## config.mk

```make
export PLATFORM = sky130hd
export DESIGN_NAME = pifb_flag_bank
export DESIGN_NICKNAME = d
export VERILOG_FILES = /design/src/pifb_pkg.sv /design/src/pifb_flag_bank.sv /design/src/pifb_mirror.sv /design/src/pifb_sticky_bank.sv
export SDC_FILE = /design/constraint.sdc
export NUM_CORES = 1
export LEC_CHECK = 0
export BUFFER_PORTS_ARGS = -buffer_cell sky130_fd_sc_hd__buf_2
export CAP_MARGIN = 15
export CORE_AREA = 2 2 95 74
export DETAILED_ROUTE_END_ITERATION = 10
export DIE_AREA = 0 0 97 76
export GPL_TIMING_DRIVEN = 0
export PLACE_DENSITY_LB_ADDON = 0.12
export SETUP_SLACK_MARGIN = 0.5
export SYNTH_ARGS = -nofsm -noshare
export SYNTH_HDL_FRONTEND = slang
export SYNTH_SLANG_ARGS = --single-unit
```

## constraint.sdc

```tcl
create_clock -name core_clk -period 2.5 [get_ports core_clk]
set_input_delay 0.25 -clock core_clk [delete_from_list [all_inputs] [get_ports core_clk]]
set_output_delay 0.25 -clock core_clk [all_outputs]
set_load 0.02 [all_outputs]
```

## src/pifb_pkg.sv

```systemverilog
package pifb_pkg;

  localparam int APB_AW = 16;
  localparam int APB_DW = 32;
  localparam int FLAG_W = 8;

  // register indices; byte address is four times the index
  localparam logic [11:0] IDX_REQ_FIVE = 12'h4b8;
  localparam logic [11:0] IDX_REQ_SIX = 12'h4b9;
  localparam logic [11:0] IDX_REQ_SEVEN = 12'h4ba;
  localparam logic [11:0] IDX_REQ_EIGHT = 12'h4bb;
  localparam logic [11:0] IDX_IRQ_STATUS = 12'h4c0;
  localparam logic [11:0] IDX_IRQ_MASK = 12'h4c1;

  localparam logic [APB_AW-1:0] ADDR_REQ_FIVE = {2'b00, IDX_REQ_FIVE, 2'b00};
  localparam logic [APB_AW-1:0] ADDR_REQ_SIX = {2'b00, IDX_REQ_SIX, 2'b00};
  localparam logic [APB_AW-1:0] ADDR_REQ_SEVEN = {2'b00, IDX_REQ_SEVEN, 2'b00};
  localparam logic [APB_AW-1:0] ADDR_REQ_EIGHT = {2'b00, IDX_REQ_EIGHT, 2'b00};
  localparam logic [APB_AW-1:0] ADDR_IRQ_STATUS = {2'b00, IDX_IRQ_STATUS, 2'b00};
  localparam logic [APB_AW-1:0] ADDR_IRQ_MASK = {2'b00, IDX_IRQ_MASK, 2'b00};

  // periph_irq_req_five (upper neighbour bits only)
  localparam int B5_PWM_B_PARAM = 7;
  localparam int B5_SPI_B_SUMMARY = 2;
  localparam int B5_SPI_B_TX = 1;
  localparam int B5_SPI_B_RX = 0;
  // periph_irq_req_six
  localparam int B6_DMA_B_ABORT = 7;
  localparam int B6_DMA_B_OVERRUN = 6;
  localparam int B6_DMA_B_DEST = 5;
  localparam int B6_DMA_B_SRC = 4;
  localparam int B6_NUM_OSC = 3;
  localparam int B6_WAVE_GEN = 2;
  localparam int B6_EXT_IRQ_ONE = 0;
  // periph_irq_req_seven
  localparam int B7_PWM_C_PARAM = 7;
  localparam int B7_PWM_C_PERIOD = 6;
  localparam int B7_LOGIC_CELL_C = 5;
  localparam int B7_TWI_A_ERROR = 3;
  localparam int B7_TWI_A_SUMMARY = 2;
  localparam int B7_TWI_A_TX = 1;
  localparam int B7_TWI_A_RX = 0;
  // periph_irq_req_eight
  localparam int B8_MEM_SCANNER = 7;
  localparam int B8_LOGIC_CELL_D = 5;
  localparam int B8_UART_B_SUMMARY = 3;
  localparam int B8_UART_B_FRAMING = 2;
  localparam int B8_UART_B_TX = 1;
  localparam int B8_UART_B_RX = 0;

  localparam logic [FLAG_W-1:0] REQ_RESET = 8'h00;
  localparam int IRQ_W = 4;
  localparam logic [IRQ_W-1:0] IRQ_STATUS_RESET = 4'h0;
  localparam logic [IRQ_W-1:0] IRQ_MASK_RESET = 4'h0;

endpackage : pifb_pkg

```

## src/pifb_flag_bank.sv

```systemverilog
// Operation
// - hardware sets flags regardless of enables
// - hardware-set writable flags stick until written
// - pwm b param flag mirrors group register
// - spi b summary mirrors its flag register
// - spi b tx/rx flags ignore writes
// - register six layout, writable, reset zero
// - register seven layout and access
// - pwm c param flag mirrors group register
// - twi error flag mirrors error register
// - twi summary mirrors protocol flag register
// - twi tx/rx drop on buffer clear
// - register eight layout and access
// - one means event occurred since clear
// - uart b summary mirrors flag register
// - uart b framing mirrors error register
// - uart b tx/rx flags ignore writes
`timescale 1ns/1ps
`default_nettype none

module pifb_flag_bank
  import pifb_pkg::*;
#(
  parameter int PWM_GRP_W = 8,
  parameter int SPI_FLAG_W = 8,
  parameter int TWI_ERR_W = 8,
  parameter int TWI_PROTO_W = 8,
  parameter int UART_FLAG_W = 8,
  parameter int UART_ERR_W = 8
) (
  input wire logic core_clk,
  input wire logic rstn,
  input wire logic ce,
  // apb slave
  input wire logic psel,
  input wire logic penable,
  input wire logic pwrite,
  input wire logic [pifb_pkg::APB_AW-1:0] paddr,
  input wire logic [pifb_pkg::APB_DW-1:0] pwdata,
  input wire logic [3:0] pstrb,
  output logic [pifb_pkg::APB_DW-1:0] prdata,
  output logic pready,
  output logic pslverr,
  // one-cycle event pulses from the peripherals
  input wire logic dma_b_abort_evt,
  input wire logic dma_b_overrun_evt,
  input wire logic dma_b_dest_count_evt,
  input wire logic dma_b_src_count_evt,
  input wire logic num_osc_evt,
  input wire logic wave_gen_evt,
  input wire logic ext_irq_one_evt,
  input wire logic pwm_c_period_evt,
  input wire logic logic_cell_c_evt,
  input wire logic mem_scanner_evt,
  input wire logic logic_cell_d_evt,
  input wire logic twi_a_tx_evt,
  input wire logic twi_a_rx_evt,
  input wire logic buffer_clear_bit,
  // levels owned by the peripherals
  input wire logic [PWM_GRP_W-1:0] pwm_b_group_flag_reg,
  input wire logic [PWM_GRP_W-1:0] pwm_c_group_flag_reg,
  input wire logic [SPI_FLAG_W-1:0] spi_b_flag_reg,
  input wire logic spi_b_tx_req,
  input wire logic spi_b_rx_req,
  input wire logic [TWI_ERR_W-1:0] twi_a_error_reg,
  input wire logic [TWI_PROTO_W-1:0] twi_a_protocol_flag_reg,
  input wire logic [UART_FLAG_W-1:0] uart_b_flag_reg,
  input wire logic [UART_ERR_W-1:0] uart_b_error_reg,
  input wire logic uart_b_tx_req,
  input wire logic uart_b_rx_req,
  // flag registers towards the cpu interrupt logic
  output logic [pifb_pkg::FLAG_W-1:0] periph_irq_req_five,
  output logic [pifb_pkg::FLAG_W-1:0] periph_irq_req_six,
  output logic [pifb_pkg::FLAG_W-1:0] periph_irq_req_seven,
  output logic [pifb_pkg::FLAG_W-1:0] periph_irq_req_eight,
  output logic irq
);

  import pifb_pkg::*;

  localparam int STICKY_W = 11;

  // apb decode
  logic setup_cyc;
  logic access_done;
  logic wr_done;
  logic prep_q;
  logic [APB_DW-1:0] prdata_q;
  logic [APB_DW-1:0] rd_mux;
  logic addr_hit;
  logic lane0_wr;

  assign setup_cyc = psel & ~penable;
  // one wait-free access phase after each setup that saw ce high
  assign pready = psel & penable & ce & prep_q;
  assign access_done = pready;
  assign wr_done = access_done & pwrite;
  // registers hold their byte in lane 0
  assign lane0_wr = wr_done & pstrb[0] & ~paddr[1] & ~paddr[0];

  always_comb begin
    addr_hit = 1'b1;
    unique case (paddr)
      ADDR_REQ_FIVE, ADDR_REQ_SIX, ADDR_REQ_SEVEN, ADDR_REQ_EIGHT: addr_hit = 1'b1;
      ADDR_IRQ_STATUS, ADDR_IRQ_MASK: addr_hit = 1'b1;
      default: addr_hit = 1'b0;
    endcase
  end

  assign pslverr = access_done & ~addr_hit;

  logic wr_six;
  logic wr_seven;
  logic wr_eight;
  logic wr_status;
  logic wr_mask;

  assign wr_six = lane0_wr & (paddr == ADDR_REQ_SIX);
  assign wr_seven = lane0_wr & (paddr == ADDR_REQ_SEVEN);
  assign wr_eight = lane0_wr & (paddr == ADDR_REQ_EIGHT);
  assign wr_status = lane0_wr & (paddr == ADDR_IRQ_STATUS);
  assign wr_mask = lane0_wr & (paddr == ADDR_IRQ_MASK);

  // hardware-set writable flags
  logic [STICKY_W-1:0] sticky_set;
  logic [STICKY_W-1:0] sticky_wen;
  logic [STICKY_W-1:0] sticky_wdata;
  logic [STICKY_W-1:0] sticky_q;

  assign sticky_set = {dma_b_abort_evt, dma_b_overrun_evt, dma_b_dest_count_evt, dma_b_src_count_evt,
                       num_osc_evt, wave_gen_evt, ext_irq_one_evt, pwm_c_period_evt, logic_cell_c_evt,
                       mem_scanner_evt, logic_cell_d_evt};
  assign sticky_wen[10:4] = {7{wr_six}};
  assign sticky_wdata[10:4] = {pwdata[B6_DMA_B_ABORT], pwdata[B6_DMA_B_OVERRUN], pwdata[B6_DMA_B_DEST],
                               pwdata[B6_DMA_B_SRC], pwdata[B6_NUM_OSC], pwdata[B6_WAVE_GEN],
                               pwdata[B6_EXT_IRQ_ONE]};
  assign sticky_wen[3:2] = {2{wr_seven}};
  assign sticky_wdata[3:2] = {pwdata[B7_PWM_C_PERIOD], pwdata[B7_LOGIC_CELL_C]};
  assign sticky_wen[1:0] = {2{wr_eight}};
  assign sticky_wdata[1:0] = {pwdata[B8_MEM_SCANNER], pwdata[B8_LOGIC_CELL_D]};

  pifb_sticky_bank #(
    .W(STICKY_W)
  ) u_sticky (
    .core_clk(core_clk),
    .rstn(rstn),
    .ce(ce),
    .set_evt(sticky_set),
    .wr_en(sticky_wen),
    .wr_data(sticky_wdata),
    .flag_q(sticky_q)
  );

  // read-only mirrors of peripheral registers
  logic pwm_b_param_flag;
  logic pwm_c_param_flag;
  logic spi_b_summary_flag;
  logic twi_a_error_flag;
  logic twi_a_summary_flag;
  logic uart_b_summary_flag;
  logic uart_b_framing_flag;

  // clears only with whole group register
  pifb_mirror #(.W(PWM_GRP_W)) u_pwm_b (
    .core_clk(core_clk), .rstn(rstn), .ce(ce), .src(pwm_b_group_flag_reg), .flag_q(pwm_b_param_flag)
  );
  // clears only with whole group register
  pifb_mirror #(.W(PWM_GRP_W)) u_pwm_c (
    .core_clk(core_clk), .rstn(rstn), .ce(ce), .src(pwm_c_group_flag_reg), .flag_q(pwm_c_param_flag)
  );
  pifb_mirror #(.W(SPI_FLAG_W)) u_spi_b (
    .core_clk(core_clk), .rstn(rstn), .ce(ce), .src(spi_b_flag_reg), .flag_q(spi_b_summary_flag)
  );
  pifb_mirror #(.W(TWI_ERR_W)) u_twi_err (
    .core_clk(core_clk), .rstn(rstn), .ce(ce), .src(twi_a_error_reg), .flag_q(twi_a_error_flag)
  );
  pifb_mirror #(.W(TWI_PROTO_W)) u_twi_sum (
    .core_clk(core_clk), .rstn(rstn), .ce(ce), .src(twi_a_protocol_flag_reg), .flag_q(twi_a_summary_flag)
  );
  pifb_mirror #(.W(UART_FLAG_W)) u_uart_sum (
    .core_clk(core_clk), .rstn(rstn), .ce(ce), .src(uart_b_flag_reg), .flag_q(uart_b_summary_flag)
  );
  pifb_mirror #(.W(UART_ERR_W)) u_uart_err (
    .core_clk(core_clk), .rstn(rstn), .ce(ce), .src(uart_b_error_reg), .flag_q(uart_b_framing_flag)
  );

  // tx/rx request levels owned by the peripheral
  logic spi_b_tx_flag_q;
  logic spi_b_rx_flag_q;
  logic uart_b_tx_flag_q;
  logic uart_b_rx_flag_q;

  always_ff @(posedge core_clk or negedge rstn) begin
    if (!rstn) begin
      spi_b_tx_flag_q <= 1'b0;
      spi_b_rx_flag_q <= 1'b0;
      uart_b_tx_flag_q <= 1'b0;
      uart_b_rx_flag_q <= 1'b0;
    end else if (ce) begin
      // no write path to spi tx/rx
      spi_b_tx_flag_q <= spi_b_tx_req;
      spi_b_rx_flag_q <= spi_b_rx_req;
      // no write path to uart tx/rx
      uart_b_tx_flag_q <= uart_b_tx_req;
      uart_b_rx_flag_q <= uart_b_rx_req;
    end
  end

  // twi tx/rx: latched, dropped by the buffer clear
  logic twi_a_tx_flag_q;
  logic twi_a_rx_flag_q;

  always_ff @(posedge core_clk or negedge rstn) begin
    if (!rstn) begin
      twi_a_tx_flag_q <= 1'b0;
      twi_a_rx_flag_q <= 1'b0;
    end else if (ce) begin
      // buffer clear drops both, new event wins
      if (twi_a_tx_evt) begin
        twi_a_tx_flag_q <= 1'b1;
      end else if (buffer_clear_bit) begin
        twi_a_tx_flag_q <= 1'b0;
      end
      if (twi_a_rx_evt) begin
        twi_a_rx_flag_q <= 1'b1;
      end else if (buffer_clear_bit) begin
        twi_a_rx_flag_q <= 1'b0;
      end
    end
  end

  // register images; unused positions stay zero
  always_comb begin
    periph_irq_req_five = REQ_RESET;
    periph_irq_req_six = REQ_RESET;
    periph_irq_req_seven = REQ_RESET;
    periph_irq_req_eight = REQ_RESET;
    // set bit reports an uncleared event
    periph_irq_req_five[B5_PWM_B_PARAM] = pwm_b_param_flag;
    periph_irq_req_five[B5_SPI_B_SUMMARY] = spi_b_summary_flag;
    periph_irq_req_five[B5_SPI_B_TX] = spi_b_tx_flag_q;
    periph_irq_req_five[B5_SPI_B_RX] = spi_b_rx_flag_q;
    periph_irq_req_six[B6_DMA_B_ABORT] = sticky_q[10];
    periph_irq_req_six[B6_DMA_B_OVERRUN] = sticky_q[9];
    periph_irq_req_six[B6_DMA_B_DEST] = sticky_q[8];
    periph_irq_req_six[B6_DMA_B_SRC] = sticky_q[7];
    periph_irq_req_six[B6_NUM_OSC] = sticky_q[6];
    periph_irq_req_six[B6_WAVE_GEN] = sticky_q[5];
    periph_irq_req_six[B6_EXT_IRQ_ONE] = sticky_q[4];
    periph_irq_req_seven[B7_PWM_C_PARAM] = pwm_c_param_flag;
    periph_irq_req_seven[B7_PWM_C_PERIOD] = sticky_q[3];
    periph_irq_req_seven[B7_LOGIC_CELL_C] = sticky_q[2];
    periph_irq_req_seven[B7_TWI_A_ERROR] = twi_a_error_flag;
    periph_irq_req_seven[B7_TWI_A_SUMMARY] = twi_a_summary_flag;
    periph_irq_req_seven[B7_TWI_A_TX] = twi_a_tx_flag_q;
    periph_irq_req_seven[B7_TWI_A_RX] = twi_a_rx_flag_q;
    periph_irq_req_eight[B8_MEM_SCANNER] = sticky_q[1];
    periph_irq_req_eight[B8_LOGIC_CELL_D] = sticky_q[0];
    periph_irq_req_eight[B8_UART_B_SUMMARY] = uart_b_summary_flag;
    periph_irq_req_eight[B8_UART_B_FRAMING] = uart_b_framing_flag;
    periph_irq_req_eight[B8_UART_B_TX] = uart_b_tx_flag_q;
    periph_irq_req_eight[B8_UART_B_RX] = uart_b_rx_flag_q;
  end

  // interrupt status: one bit per register, set when the register goes from no flag set to any flag set
  logic [IRQ_W-1:0] irq_status_q;
  logic [IRQ_W-1:0] irq_mask_q;
  logic [IRQ_W-1:0] any_flag;
  logic [IRQ_W-1:0] any_flag_q;
  logic [IRQ_W-1:0] irq_evt;

  assign any_flag = {|periph_irq_req_eight, |periph_irq_req_seven, |periph_irq_req_six, |periph_irq_req_five};
  // a register going from idle to flagged is one event
  assign irq_evt = any_flag & ~any_flag_q;

  always_ff @(posedge core_clk or negedge rstn) begin
    if (!rstn) begin
      any_flag_q <= IRQ_STATUS_RESET;
    end else if (ce) begin
      any_flag_q <= any_flag;
    end
  end

  always_ff @(posedge core_clk or negedge rstn) begin
    if (!rstn) begin
      irq_status_q <= IRQ_STATUS_RESET;
    end else if (ce) begin
      // set beats a simultaneous write-one-to-clear
      irq_status_q <= irq_evt | (irq_status_q & ~(wr_status ? pwdata[IRQ_W-1:0] : {IRQ_W{1'b0}}));
    end
  end

  always_ff @(posedge core_clk or negedge rstn) begin
    if (!rstn) begin
      irq_mask_q <= IRQ_MASK_RESET;
    end else if (ce && wr_mask) begin
      irq_mask_q <= pwdata[IRQ_W-1:0];
    end
  end

  assign irq = |(irq_status_q & irq_mask_q);

  // read data sampled at the setup edge, held through access
  always_comb begin
    rd_mux = '0;
    unique case (paddr)
      ADDR_REQ_FIVE: rd_mux[FLAG_W-1:0] = periph_irq_req_five;
      ADDR_REQ_SIX: rd_mux[FLAG_W-1:0] = periph_irq_req_six;
      ADDR_REQ_SEVEN: rd_mux[FLAG_W-1:0] = periph_irq_req_seven;
      ADDR_REQ_EIGHT: rd_mux[FLAG_W-1:0] = periph_irq_req_eight;
      ADDR_IRQ_STATUS: rd_mux[IRQ_W-1:0] = irq_status_q;
      ADDR_IRQ_MASK: rd_mux[IRQ_W-1:0] = irq_mask_q;
      default: rd_mux = '0;
    endcase
  end

  always_ff @(posedge core_clk or negedge rstn) begin
    if (!rstn) begin
      prep_q <= 1'b0;
      prdata_q <= '0;
    end else if (ce) begin
      // a setup missed while ce was low is caught in its access phase; pready would never come
      if (setup_cyc || (psel && penable && !prep_q)) begin
        prep_q <= 1'b1;
        prdata_q <= pwrite ? '0 : rd_mux;
      end else if (access_done) begin
        prep_q <= 1'b0;
      end
    end
  end

  assign prdata = prdata_q;

endmodule : pifb_flag_bank

`default_nettype wire

```

## src/pifb_mirror.sv

```systemverilog
`timescale 1ns/1ps
`default_nettype none

module pifb_mirror #(
  parameter int W = 8
) (
  input wire logic core_clk,
  input wire logic rstn,
  input wire logic ce,
  input wire logic [W-1:0] src,
  output logic flag_q
);

  // no software path: the flag follows the source register only
  always_ff @(posedge core_clk or negedge rstn) begin
    if (!rstn) begin
      flag_q <= 1'b0;
    end else if (ce) begin
      flag_q <= |src;
    end
  end

endmodule : pifb_mirror

`default_nettype wire

```

## src/pifb_sticky_bank.sv

```systemverilog
`timescale 1ns/1ps
`default_nettype none

module pifb_sticky_bank #(
  parameter int W = 11
) (
  input wire logic core_clk,
  input wire logic rstn,
  input wire logic ce,
  input wire logic [W-1:0] set_evt,
  input wire logic [W-1:0] wr_en,
  input wire logic [W-1:0] wr_data,
  output logic [W-1:0] flag_q
);

  genvar i;
  generate
    for (i = 0; i < W; i++) begin : g_bit
      always_ff @(posedge core_clk or negedge rstn) begin
        if (!rstn) begin
          flag_q[i] <= 1'b0;
        end else if (ce) begin
          // an event in the same cycle as a software write wins
          if (set_evt[i]) begin
            flag_q[i] <= 1'b1;
          end else if (wr_en[i]) begin
            flag_q[i] <= wr_data[i];
          end
        end
      end
    end
  endgenerate

endmodule : pifb_sticky_bank

`default_nettype wire

```

==> Implementation_results.wiki <==
{| class="wikitable"
! Metric !! Value
|-
| Cell count after synthesis || between 200 and 300
|-
| Final setup TNS || 0 ns
|-
| Overflow left after global routing || 0
|-
| Crit path arrival time || about 2.1 ns
|-
| Unrepaired setup endpoints after global routing || false
|-
| Worst relative slew slack || about a third
|-
| Result of the run || completed
|-
| Largest net degree at the start of global routing || between 40 and 50
|-
| Synth top area share || about two fifths
|-
| Number of max-capacitance violations reported || 0
|-
| Core utilization of the finished layout || 58.0%
|-
| Most frequently used flop master after synthesis || sky130_fd_sc_hd__dfrtp_1
|-
| Crit path launch type || flip-flop
|-
| Cell variety after synth || 37
|-
| Total number of yosys warnings || 0
|-
| Number of remaining DRC errors || 0
|-
| Element type at the critical path end || flip-flop
|-
| Boundary Pins || 199
|-
| Number of diodes || 0
|-
| Shortest period the worst path allows || between 1.5 and 2 ns
|-
| Final slew viol count || 0
|-
| Hold Violations, Final || 0
|-
| Final RePlAce weighted congestion || approximately 0.88
|-
| Kind of critical path || flip-flop to flip-flop
|-
| Max frequency || 0.535 GHz
|-
| WP data required || roughly 2.7 ns
|-
| Total Power || 0.00167 W
|-
| Height of the die || about 76 µm
|-
| Post-DRT Antenna Nets || 0
|-
| Setup clock skew after layout || just over 0.009 ns
|-
| Ranking of synthesized cells by instance count || sky130_fd_sc_hd__nand2_1 (47), sky130_fd_sc_hd__buf_4 (46), sky130_fd_sc_hd__dfrtp_1 (45), sky130_fd_sc_hd__nor2_1 (23), sky130_fd_sc_hd__mux2i_1 (19)
|-
| Final period utilization || between 70 and 80%
|-
| Post-synthesis area per instance || ~9.2 µm²
|-
| Width of the die || between 90 and 100 µm
|-
| Clock-pin transition on the worst setup and hold timing paths || 0.09 ns
|-
| Effective utilization at floorplan || a little over two fifths
|-
| Port-buffer cells || about 140
|-
| Met2 Track Usage GR || 33.8%
|-
| Standard cell core area || ~0.0065 mm²
|-
| Slowest-stage cell, CP || sky130_fd_sc_hd__or4_1
|-
| Combined area of all synthesized cells || ~0.0027 mm²
|-
| TritonCTS clock tree || yes
|-
| Worst Slack Setup Final || 0.629 ns
|-
| Detailed-placement wirelength estimate || 6480 µm
|-
| Detailed-route wire length || just over 8000 µm
|-
| Count of state elements after synthesis || 45
|-
| Type of the most critical hold path || primary input to async pin
|-
| Maximum buffer depth of the clock tree || 2
|-
| Layout cells sized above 1 || around 44%
|-
| Number of H-tree levels || 2
|-
| Wire length per cell after detailed routing || 14.5 µm
|-
| Slew at the pin closest to its max-slew limit || 1.01 ns
|-
| Worst IR drop on VDD || 0.200 mV
|-
| Delay-heaviest family, CP || simple AND/OR/NAND/NOR gates
|-
| Clock tree root buffer cell || sky130_fd_sc_hd__clkbuf_8
|-
| Static Leak || roughly 1.9 nW
|-
| GR met3 Demand/Resource || 5.78%
|-
| Sequential share of the synthesized area || approximately two fifths
|-
| Largest stage delay on the critical path || 0.51 ns
|-
| Count of buffering cells on the critical path with inverters included || 2
|-
| Drt first pass iters || 4
|-
| Dominant cells by area after synthesis || sky130_fd_sc_hd__dfrtp_1 (41%), sky130_fd_sc_hd__buf_4 (13%), sky130_fd_sc_hd__mux2i_1 (6.9%)
|-
| Nets@finish || approximately 600
|-
| Fraction of synthesis flops using an asynchronous set or reset pin || between 90% and 100%
|-
| Most crowded layer after global routing || met2
|-
| Skew-Pair Late Insertion Delay || 0.30 ns
|-
| First-pass GRT wire length || around 13,000 µm
|-
| Power Density || ~440 mW/mm²
|-
| Vias in the first global route || approximately 2,600
|-
| Final count of negative-setup-slack endpoints || 0
|-
| Global Route met1 Usage || between 20% and 30%
|-
| Initial antenna violation count || 0
|-
| Pre-CTS worst setup slack || around 0.24 ns
|-
| Global-route usage over all layers || 21.6%
|-
| Number of CTS-inserted buffers || 5
|-
| Count of vias placed by the detailed router || 2,756
|-
| Design Area, Final || 0.00379 mm²
|-
| Maximum net fanout on the critical path || 7
|-
| Number of flops mapped to enable cells by yosys || 0
|-
| DRT iter0 DRCs || 98
|-
| Vias/cell || 4.91
|-
| DIE AREA || around 0.0074 mm²
|-
| Most frequent cell after synthesis || sky130_fd_sc_hd__nand2_1
|-
| Cell type with the largest total area after synthesis || sky130_fd_sc_hd__dfrtp_1
|-
| Number of placement rows || 26
|-
| Number of clock sinks seen by CTS || 45
|-
| Most common cell on crit path || sky130_fd_sc_hd__nand2_1
|-
| Placed inst area || 0.00366 mm²
|-
| Cell-by-cell listing of the critical path || and4_1 > clkbuf_2 > nand2_1 > or4_1 > buf_4 > mux2i_1 > nand2_1
|-
| Area grow syn2layout || 38.6%
|}
-- routing by layer --
| layer | share of wire [%] | vias up |
|---|---|---|
| met4 | 1.3 | 0 |
| met3 | 7.7 | 11 |
| met2 | 45 | 126 |
| li1 | - | 1365 |
| met1 | 46 | 1254 |
| met5 | 0 | - |
-- layout make-up --
cell class / instances / area [µm²]
multi-input cells: 223 / 1350
clock inverters: 2 / 38.8
fillers: 613 / 2740
flip-flops and latches: 45 / 1130
plain buffers: 53 / 374
repair buffers: 140 / 703
inverters: 8 / 30.0
well taps: 84 / 105
clock buffers: 6 / 72.6
-- cell families after synthesis --
family / share of synthesized area, %
other: 0.137
muxes: 10.6
DFF: 41.1
AOI/OAI and AO/OA: 10.6
buffers and inverters: 14.7
and+or+nand+nor: 22.8
-- flip-flops by register name (all words and copies together) (netlist names) --
signal / count
u_pwm_b.flag_q: 1
u_uart_err.flag_q: 1
u_spi_b.flag_q: 1
irq_status_q: 4
spi_b_rx_flag_q: 1
u_twi_err.flag_q: 1
spi_b_tx_flag_q: 1
uart_b_tx_flag_q: 1
any_flag_q: 4
u_uart_sum.flag_q: 1
prdata: 8
irq_mask_q: 4
prep_q: 1
uart_b_rx_flag_q: 1
twi_a_tx_flag_q: 1
u_twi_sum.flag_q: 1
u_pwm_c.flag_q: 1
u_sticky.flag_q: 11
twi_a_rx_flag_q: 1
-- where the power goes --
group	switching, W	internal (W)
Clock	0.000263	0.000300
Sequential	0.0000232	0.000753
Combinational	0.000179	0.000156
Total	0.000465	0.00121
-- cells in the final DEF, fill, tap and decap left out, types with 5 or more instances in the layout --
cell type / count
sky130_fd_sc_hd__mux2_2: 8
sky130_fd_sc_hd__nand2_1: 47
sky130_fd_sc_hd__mux2i_1: 19
sky130_fd_sc_hd__dfrtp_1: 45
sky130_fd_sc_hd__nor4_1: 17
sky130_fd_sc_hd__a31oi_1: 10
sky130_fd_sc_hd__conb_1: 32
sky130_fd_sc_hd__nand3_1: 5
sky130_fd_sc_hd__a32o_1: 7
sky130_fd_sc_hd__buf_2: 140
sky130_fd_sc_hd__clkbuf_8: 5
sky130_fd_sc_hd__buf_4: 47
sky130_fd_sc_hd__inv_1: 8
sky130_fd_sc_hd__nor2_1: 23
sky130_fd_sc_hd__clkbuf_1: 6
sky130_fd_sc_hd__nor3_1: 7
-- per-stage QoR --
| step | std cells | hold WS, ns |
|---|---|---|
| 6_report | 561 | 0.103 |
| 5_1_grt | 561 | 0.140 |
| 4_1_cts | 560 | 0.132 |
| 3_5_place_dp | 552 | 0.452 |
| 3_3_place_gp | 552 | 0.448 |
| 2_1_floorplan | 329 | -0.0456 |
-- worst paths after layout --
kind                                  start                 end  slack, ns  cells after the start
min                                    rstn              prep_q       0.10                      1
max in group asynchronous              rstn  u_sticky.flag_q[0]       1.76                      1
max                                  prep_q  u_sticky.flag_q[4]       0.63                      7
min in group core_clk      logic_cell_c_evt  u_sticky.flag_q[2]       0.14                      3
max reg2reg                          prep_q  u_sticky.flag_q[4]       0.63                      7
min reg2reg                       prdata[4]           prdata[4]       0.48                      2
-- repair_timing --
| action | 4_1_cts | 5_1_grt |
|---|---|---|
| hold buffers | 0 | 0 |
| buffers inserted | 0 | 1 |
| endpoints found under the setup margin | 2 | 19 |
| gates resized for setup | 1 | 4 |
| pin swaps | 0 | 1 |
(Power assumes the default switching activity.)
